### src/hdl/mmac_pkg.sv
package mmac_pkg;

  // Configuration bit positions within the memory configuration byte.
  localparam int EP_MODE_BIT   = 0;
  localparam int DRAM_SEL_BIT  = 1;
  localparam int WS_SLOW_BIT   = 4;

  // Size select codes for the symmetric two-bank layouts.
  localparam logic [2:0] SZ_2M  = 3'h2;
  localparam logic [2:0] SZ_4M  = 3'h4;
  localparam logic [2:0] SZ_16M = 3'h6;

  // Asymmetric bank select codes.
  localparam logic [1:0] AS_1M = 2'h1;
  localparam logic [1:0] AS_4M = 2'h3;

  // Bank 0 sizes in CPU address bits (byte address width).
  localparam int B0_1M_BITS   = 20;
  localparam int B0_2M_BITS   = 21;
  localparam int B0_8M_BITS   = 23;
  localparam int B0_512K_BITS = 19;

  // Reset values.
  localparam logic [11:0] MA_RST  = 12'h000;
  localparam logic [3:0]  SEL_RST = 4'hF;

  // Controller states.
  typedef enum logic [1:0] {
    MMAC_IDLE = 2'b00,
    MMAC_ROW  = 2'b01,
    MMAC_COL  = 2'b10,
    MMAC_WAIT = 2'b11
  } mmac_state_type;

endpackage

### src/hdl/mmac_ctrl.sv
`timescale 1ns/1ps
module mmac_ctrl (
  // Clock and reset.
  input  wire logic        clk,
  input  wire logic        rst,
  // Configuration levels.
  input  wire logic [1:0]  enhanced_page_sel,
  input  wire logic [2:0]  mem_size_sel,
  input  wire logic        asym_cfg,
  input  wire logic [1:0]  asym_bank_sel,
  input  wire logic        sram_mode_sel,
  input  wire logic        sram_slow_ws,
  // CPU memory cycle.
  input  wire logic        cyc_req,
  input  wire logic        cyc_write,
  input  wire logic [23:1] cyc_addr,
  input  wire logic [1:0]  cyc_byte_en,
  output logic             cyc_done,
  // Memory pins.
  output logic [11:0]      dram_mux_addr,
  output logic [23:1]      sys_addr,
  output logic             row_strobe_b0_n,
  output logic             row_strobe_b1_n,
  output logic             col_strobe_b0_lo,
  output logic             col_strobe_b0_hi,
  output logic             col_strobe_b1_lo,
  output logic             col_strobe_b1_hi,
  output logic             mem_write_en
);

  mmac_pkg::mmac_state_type state_q;
  logic [11:0] row_d;
  logic [11:0] col_d;
  logic        bank1_d;
  logic        bank1_q;
  logic        write_q;
  logic [1:0]  be_q;
  logic [1:0]  ws_cnt_q;
  logic [1:0]  ws_need;
  logic        sram_on;
  logic [23:1] a;
  logic [23:0] ba;
  logic [11:0] sys_ma;
  logic [1:0]  lane_en;
  logic        bank_hi;
  logic        wr_now;

  assign a = cyc_addr;
  assign ba = {cyc_addr, 1'b0};
  // SRAM is used only when the select bit is set and DRAM select is clear.
  assign sram_on = sram_mode_sel & ~enhanced_page_sel[mmac_pkg::DRAM_SEL_BIT];

  // Address split by layout; unsupported codes take the 2M or 1M split with bank 0 only.
  always_comb begin
    row_d = mmac_pkg::MA_RST;
    col_d = mmac_pkg::MA_RST;
    bank1_d = 1'b0;
    if (asym_cfg) begin
      if (asym_bank_sel == mmac_pkg::AS_4M) begin
        row_d = {a[20], a[21], a[19:10]};
        col_d = {4'h0, a[8:1]};
        bank1_d = ba[23:mmac_pkg::B0_2M_BITS] != 3'h0;
      end else begin
        row_d = {3'h0, a[18:11], a[19]};
        col_d = {3'h0, a[9:1]};
        bank1_d = (asym_bank_sel == mmac_pkg::AS_1M) &
                  (ba[23:mmac_pkg::B0_512K_BITS] != 5'h00);
      end
    end else if (!enhanced_page_sel[mmac_pkg::EP_MODE_BIT]) begin
      row_d = {2'h0, a[19:10]};
      col_d = {3'h0, a[9:1]};
    end else begin
      unique case (mem_size_sel)
        mmac_pkg::SZ_4M: begin
          row_d = {2'h0, a[19:12], a[21], a[20]};
          col_d = {2'h0, a[10:1]};
          bank1_d = ba[23:mmac_pkg::B0_2M_BITS] != 3'h0;
        end
        mmac_pkg::SZ_16M: begin
          row_d = {1'b0, a[22], a[19:14], a[23], a[12], a[21], a[20]};
          col_d = {1'b0, a[11:1]};
          bank1_d = ba[23:mmac_pkg::B0_8M_BITS] != 1'b0;
        end
        default: begin
          row_d = {2'h0, a[19:11], a[20]};
          col_d = {3'h0, a[9:1]};
          bank1_d = (mem_size_sel == mmac_pkg::SZ_2M) &
                    (ba[23:mmac_pkg::B0_1M_BITS] != 4'h0);
        end
      endcase
    end
  end

  // Wait states for SRAM reads and writes.
  always_comb begin
    if (enhanced_page_sel == 2'b01)
      ws_need = sram_slow_ws ? 2'h2 : 2'h1;
    else
      ws_need = cyc_write ? 2'h1 : 2'h0;
  end

  // Cycle sequencing: row then column in DRAM mode; SRAM mode goes straight to its wait states.
  always_ff @(posedge clk) begin
    if (rst) begin
      state_q <= mmac_pkg::MMAC_IDLE;
      ws_cnt_q <= 2'h0;
      bank1_q <= 1'b0;
      write_q <= 1'b0;
      be_q <= 2'h0;
      sys_ma <= mmac_pkg::MA_RST;
    end else begin
      unique case (state_q)
        mmac_pkg::MMAC_IDLE: if (cyc_req) begin
          bank1_q <= sram_on ? ba[23] | (mem_size_sel > 3'h5) & ba[23] : bank1_d;
          write_q <= cyc_write;
          be_q <= cyc_byte_en;
          ws_cnt_q <= ws_need;
          sys_ma <= col_d;
          state_q <= sram_on ? mmac_pkg::MMAC_WAIT : mmac_pkg::MMAC_ROW;
        end
        mmac_pkg::MMAC_ROW: state_q <= mmac_pkg::MMAC_COL;
        mmac_pkg::MMAC_COL: state_q <= mmac_pkg::MMAC_IDLE;
        mmac_pkg::MMAC_WAIT: begin
          if (ws_cnt_q == 2'h0)
            state_q <= mmac_pkg::MMAC_IDLE;
          else
            ws_cnt_q <= ws_cnt_q - 2'h1;
        end
      endcase
    end
  end

  // Address pins; the column is latched so it stays stable through the strobe.
  always_ff @(posedge clk) begin
    if (rst) begin
      dram_mux_addr <= mmac_pkg::MA_RST;
      sys_addr <= 23'h000000;
    end else if (state_q == mmac_pkg::MMAC_IDLE && cyc_req) begin
      dram_mux_addr <= row_d;
      sys_addr <= sram_on ? a : {row_d[9:0], row_d[10], row_d[11], a[11:1]};
    end else if (state_q == mmac_pkg::MMAC_ROW) begin
      dram_mux_addr <= sys_ma;
      sys_addr <= {sys_ma[9:0], sys_ma[10], sys_ma[11], sys_addr[11:1]};
    end
  end

  // Lane, bank and write decode feeding the strobe process; a comb block
  // is used so that reads inside the functions are in its sensitivity.
  always_comb begin
    lane_en = be_sel(cyc_req, state_q);
    bank_hi = bank1_sel();
    wr_now  = wr_sel(cyc_req, state_q);
  end

  // Strobes and selects, active low, only for the chosen bank.
  always_ff @(posedge clk) begin
    if (rst) begin
      row_strobe_b0_n <= 1'b1;
      row_strobe_b1_n <= 1'b1;
      {col_strobe_b1_hi, col_strobe_b1_lo,
       col_strobe_b0_hi, col_strobe_b0_lo} <= mmac_pkg::SEL_RST;
      mem_write_en <= 1'b1;
      cyc_done <= 1'b0;
    end else begin
      cyc_done <= 1'b0;
      if (state_q == mmac_pkg::MMAC_IDLE && cyc_req && !sram_on) begin
        row_strobe_b0_n <= bank1_d;
        row_strobe_b1_n <= ~bank1_d;
      end else if (state_q == mmac_pkg::MMAC_ROW ||
                   (state_q == mmac_pkg::MMAC_WAIT && ws_cnt_q != 2'h0) ||
                   (state_q == mmac_pkg::MMAC_IDLE && cyc_req && sram_on)) begin
        // Byte lanes map to low and high selects of the addressed bank.
        col_strobe_b0_lo <= ~(lane_en[0] & ~bank_hi);
        col_strobe_b0_hi <= ~(lane_en[1] & ~bank_hi);
        col_strobe_b1_lo <= ~(lane_en[0] & bank_hi);
        col_strobe_b1_hi <= ~(lane_en[1] & bank_hi);
        mem_write_en <= ~wr_now;
      end else begin
        row_strobe_b0_n <= 1'b1;
        row_strobe_b1_n <= 1'b1;
        {col_strobe_b1_hi, col_strobe_b1_lo,
         col_strobe_b0_hi, col_strobe_b0_lo} <= mmac_pkg::SEL_RST;
        mem_write_en <= 1'b1;
        cyc_done <= state_q != mmac_pkg::MMAC_IDLE;
      end
    end
  end

  // Byte enables come from the port on the first cycle, then from the latch.
  function automatic logic [1:0] be_sel(input logic req,
                                        input mmac_pkg::mmac_state_type st);
    be_sel = (st == mmac_pkg::MMAC_IDLE) ? (req ? cyc_byte_en : 2'h0) : be_q;
  endfunction

  function automatic logic wr_sel(input logic req,
                                  input mmac_pkg::mmac_state_type st);
    wr_sel = (st == mmac_pkg::MMAC_IDLE) ? (req & cyc_write) : write_q;
  endfunction

  function automatic logic bank1_sel();
    bank1_sel = (state_q == mmac_pkg::MMAC_IDLE) ?
                (sram_on ? ba[23] : bank1_d) : bank1_q;
  endfunction

  // Checks on the pin behaviour.
  property p_sram_no_row;
    @(posedge clk) disable iff (rst) sram_on && state_q == mmac_pkg::MMAC_IDLE
      && cyc_req |=> row_strobe_b0_n && row_strobe_b1_n;
  endproperty
  a_sram_no_row: assert property (p_sram_no_row)
    else $error("Row strobe active in SRAM mode.");

  property p_one_bank;
    @(posedge clk) disable iff (rst) !(row_strobe_b0_n == 1'b0 &&
      row_strobe_b1_n == 1'b0);
  endproperty
  a_one_bank: assert property (p_one_bank)
    else $error("Both banks strobed.");

  property p_dram_seq;
    @(posedge clk) disable iff (rst) !sram_on && state_q ==
      mmac_pkg::MMAC_IDLE && cyc_req |=> ##2 cyc_done;
  endproperty
  a_dram_seq: assert property (p_dram_seq)
    else $error("DRAM cycle length wrong.");

  property p_reset_dram;
    @(posedge clk) rst |=> row_strobe_b0_n && row_strobe_b1_n &&
      mem_write_en;
  endproperty
  a_reset_dram: assert property (p_reset_dram)
    else $error("Outputs not idle after reset.");

  // A write in SRAM mode drives the write enable from the first cycle.
  property p_sram_we;
    @(posedge clk) disable iff (rst) sram_on && state_q ==
      mmac_pkg::MMAC_IDLE && cyc_req && cyc_write |=> !mem_write_en;
  endproperty
  a_sram_we: assert property (p_sram_we)
    else $error("Write enable idle on SRAM write.");

  // Code 00 reads take no wait state, so done follows one cycle later.
  property p_sram_ws;
    @(posedge clk) disable iff (rst) sram_on && state_q ==
      mmac_pkg::MMAC_IDLE && cyc_req && !cyc_write &&
      enhanced_page_sel == 2'b00 |=> ##1 cyc_done;
  endproperty
  a_sram_ws: assert property (p_sram_ws)
    else $error("SRAM read wait count wrong.");

  // A bank 0 access in SRAM mode leaves both bank 1 selects idle.
  property p_sram_sel_bank;
    @(posedge clk) disable iff (rst) sram_on && state_q ==
      mmac_pkg::MMAC_IDLE && cyc_req && !cyc_addr[23] |=>
      col_strobe_b1_lo && col_strobe_b1_hi;
  endproperty
  a_sram_sel_bank: assert property (p_sram_sel_bank)
    else $error("Bank 1 select active for bank 0.");

  c_sram: cover property (@(posedge clk) sram_on && cyc_req && cyc_write);
  c_dram: cover property (@(posedge clk) !sram_on && cyc_req);
  c_bank1: cover property (@(posedge clk) !row_strobe_b1_n);

endmodule

### config.mk
export PLATFORM = sky130hd
export DESIGN_NAME = mmac_ctrl
export DESIGN_NICKNAME = d
export VERILOG_FILES = /design/src/hdl/mmac_pkg.sv /design/src/hdl/mmac_ctrl.sv
export SDC_FILE = /design/constraint.sdc
export NUM_CORES = 1
export LEC_CHECK = 0
export BUFFER_PORTS_ARGS = -buffer_cell sky130_fd_sc_hd__buf_2
export CAP_MARGIN = 20
export CORE_ASPECT_RATIO = 0.7
export CORE_MARGIN = 8
export CORE_UTILIZATION = 51
export DETAILED_ROUTE_END_ITERATION = 10
export GPL_ROUTABILITY_DRIVEN = 0
export PLACE_DENSITY = 0.88
export SYNTH_ARGS = -nofsm -noshare
export SYNTH_HDL_FRONTEND = slang
export SYNTH_SLANG_ARGS = --single-unit
### constraint.sdc
create_clock -name clk -period 2.3 [get_ports clk]
set_clock_uncertainty 0.1 [all_clocks]
set_input_delay 0.69 -clock clk [delete_from_list [all_inputs] [get_ports clk]]
set_output_delay 0.69 -clock clk [all_outputs]
set_load 0.01 [all_outputs]
==> run summary <==
================================================================================
Result of the run                                                   finished, final reports clean
Worst path top cell family by delay                                 compound AO/OA/AOI/OAI gates
Die height                                                               77.7 um
Worst hold path class                                                    reg2reg
Buffer levels on the longest clock path                                        2
Buffers and inverters on the worst path                                        1
Largest vdd supply drop                                               0.000478 V
Overall Global Routing Usage                                               0.204
Pwr Density                                                          786 nW/um^2
Final setup viols                                                              0
DRC Markers                                                                    0
Required arrival time at the worst endpoint                              2.43 ns
Maximum fanout along the worst path                                           13
Setup repair after global routing missed its margin                           no
I/O pin cnt                                                                   82
Global-route wire length before repair                                  13600 um
Average routed wire per standard cell                                    16.9 um
Share of synthesized flip-flops with an asynchronous set or reset              0
Sequential area share after synthesis                                      0.448
Port Buffer Count                                                             81
Synth warn                                                                     0
Commonest non-fill, non-tap cell in the layout                             buf_2
Clock tree sinks                                                              62
Wirelength, routed                                                       8330 um
Overall overflow remaining after global route                                  0
TritonCTS clock tree                                                         yes
Final Total Pwr                                                          2.73 mW
Clock latency on the worst-skew pair                                     0.34 ns
Vias after detailed routing                                                 2908
Worst path most repeated cell                                            a31oi_1
Part of the cycle the worst path needs                                     0.810
Peak per-stage delay on the critical path                                0.42 ns
Data arrival, critical path                                              1.99 ns
Die width                                                                 104 um
Filler cell count in the final layout                                        442
Kind of launch point of the worst setup path                                flop
Core Area                                                             5230 sq um
Number of max-cap violations                                                   0
Detailed Routing Iterations Pass 1                                             6
H-tree depth reported by CTS                                                   3
Fraction of final layout cells with drive strength greater than 1          0.275
Pin count of the biggest net entering global routing                          62
Clock transition at the registers of the reported paths                  0.07 ns
Number of clock buffers inserted by TritonCTS                                  9
Number of hold-slack violations in the final timing report                     0
P&R area growth vs syn                                                     25.5%
Leakage power figure                                                     1.50 nW
Site row count                                                                22
Post-synthesis cell count                                                    338
Ant diodes                                                                     0
Cell variety after synth                                                      49
CTS hold repair buffers                                                        0
Max Clk Rate                                                             536 MHz
Post-CTS repair timing setup buffer count                                      0
Initial Utilization                                                        0.530
Total Die Area                                                        8090 sq um
Post-Synthesis Cell Area                                              2770 sq um
Post-Synthesis Net Count                                                     378
Final worst path period need                                             1.86 ns
Number of antenna violations at the first check in global routing              0
Max-Slew Margin vs Limit                                                   0.714
Worst-Margin Slew                                                       0.425 ns
Count of nets after finishing                                                457
Post-Route Setup TNS                                                        0 ns
Number of gates given a new drive strength after cts                           0
Cell with the largest stage delay on the worst path                      dfxtp_1
Endpoint class of the critical path                                         flop
Number of flops mapped to enable cells by yosys                                0
Number of DRC violations after detailed-routing iteration 0                  386
Number of routed nets with antenna violations                                  0
Half-perimeter wire length of the detailed placement result              6140 um
Via count of the first global-routing pass                                  2807
CTS Root Buffer Type                                                    clkbuf_8
Critical path, cell by cell                                         inv_1, a31oi_1, or2_2, a21oi_1, a31oi_1
Leading register cell type out of synthesis                              dfxtp_1
Detail-routed via count per cell                                            5.89
Commonest cells after routing, fill and taps aside                  buf_2 (81), nand2_1 (63), dfxtp_1 (62)
Avg Synthesized Cell Area                                             8.20 sq um
Critical path start-end classification                                   reg2reg
Register bit total from synthesis                                             62
Number of slew-limit violations in the final report                            0
================================================================================
## cells by family (layout without fill, tap and decap cells)
group,Yosys count,after routing,share of synthesized area
fa+ha+maj,1,1,0.00451
mux,4,4,0.0144
buf+inv,29,113,0.0528
compound gates,106,106,0.259
flops,62,62,0.448
simple gates,136,136,0.222
## metrics by stage
step | std cells | hold slack (ns) | setup slack (ns) | util | area (sq um)
after floorplan | 338 | 0.334 | 0.270 | - | 2770
after global placement | 478 | 0.340 | 0.213 | 0.622 | 3260
after detailed placement | 478 | 0.347 | 0.164 | 0.622 | 3260
after CTS | 494 | 0.356 | 0.444 | 0.665 | 3480
after global routing | 494 | 0.372 | 0.323 | 0.665 | 3480
final | 494 | 0.355 | 0.436 | 0.665 | 3480
## flip-flops by register name, indices dropped and copies added (netlist names), 2 cells and up
signal and count:
dram_mux_addr 12, sys_ma 11, sys_addr 23, ws_cnt_q 2, state_q 2, be_q 2
## metal layers
layer | GRT usage | part of all wire
met2 | 0.301 | 0.42
met3 | 0.0784 | 0.13
met5 | 0 | 0
met1 | 0.266 | 0.43
met4 | 0.0676 | 0.023
## area by class of cell
cell class / instances / area, sq um / area share
clock inverter: 6 / 85.1 / 0.0245
timing repair buffer: 91 / 518 / 0.149
multi-input combinational: 247 / 1380 / 0.398
sequential: 62 / 1240 / 0.357
tap: 72 / 90.1 / 0.0259
inverter: 6 / 22.5 / 0.00647
clock buffer: 10 / 138 / 0.0396
## final timing paths
check / startpoint / to / slack, ns / depth (start not counted)
max: state_q[1]$_SDFFE_PP0P_ / col_strobe_b0_hi$_SDFFE_PP1N_ / 0.44 / 5
min: sys_addr[9]$_SDFFE_PP0P_ / sys_addr[9]$_SDFFE_PP0P_ / 0.36 / 2
max reg2reg: state_q[1]$_SDFFE_PP0P_ / col_strobe_b0_hi$_SDFFE_PP1N_ / 0.44 / 5
min reg2reg: sys_addr[9]$_SDFFE_PP0P_ / sys_addr[9]$_SDFFE_PP0P_ / 0.36 / 2
## cells in the mapped netlist, types with 2 or more instances
master / count / share of area
a211oi_1: 9 / 0.024
a21boi_0: 2 / 0.0054
a21o_1: 2 / 0.0054
a21oi_1: 40 / 0.072
a221oi_1: 2 / 0.0063
a222oi_1: 3 / 0.011
a22oi_1: 3 / 0.0081
a2bb2oi_1: 2 / 0.0063
a311oi_1: 5 / 0.016
a311oi_2: 2 / 0.011
a31oi_1: 4 / 0.0090
a32oi_1: 2 / 0.0063
buf_2: 9 / 0.016
buf_6: 3 / 0.012
clkbuf_1: 10 / 0.014
dfxtp_1: 62 / 0.45
inv_1: 6 / 0.0081
mux2i_1: 4 / 0.014
nand2_1: 63 / 0.085
nand2b_1: 5 / 0.011
nand3_1: 9 / 0.016
nand3b_1: 2 / 0.0054
nor2_1: 38 / 0.051
nor2b_1: 4 / 0.0090
nor3_1: 5 / 0.0090
o21ai_0: 12 / 0.022
o22ai_1: 7 / 0.016
or3b_1: 2 / 0.0063
## worst min-delay path, cell delays in order, from the launching register on
cell     delay, ns
dfxtp_1       0.31
nand2_1       0.05
a21oi_1       0.05
## power breakdown
| part | total [mW] | internal, mW | switching, mW |
|---|---|---|---|
| Sequential | 1.20 | 1.15 | 0.0485 |
| Clock | 1.07 | 0.635 | 0.432 |
| Combinational | 0.471 | 0.189 | 0.282 |
Note: power is estimated with default switching activity, not from simulation.
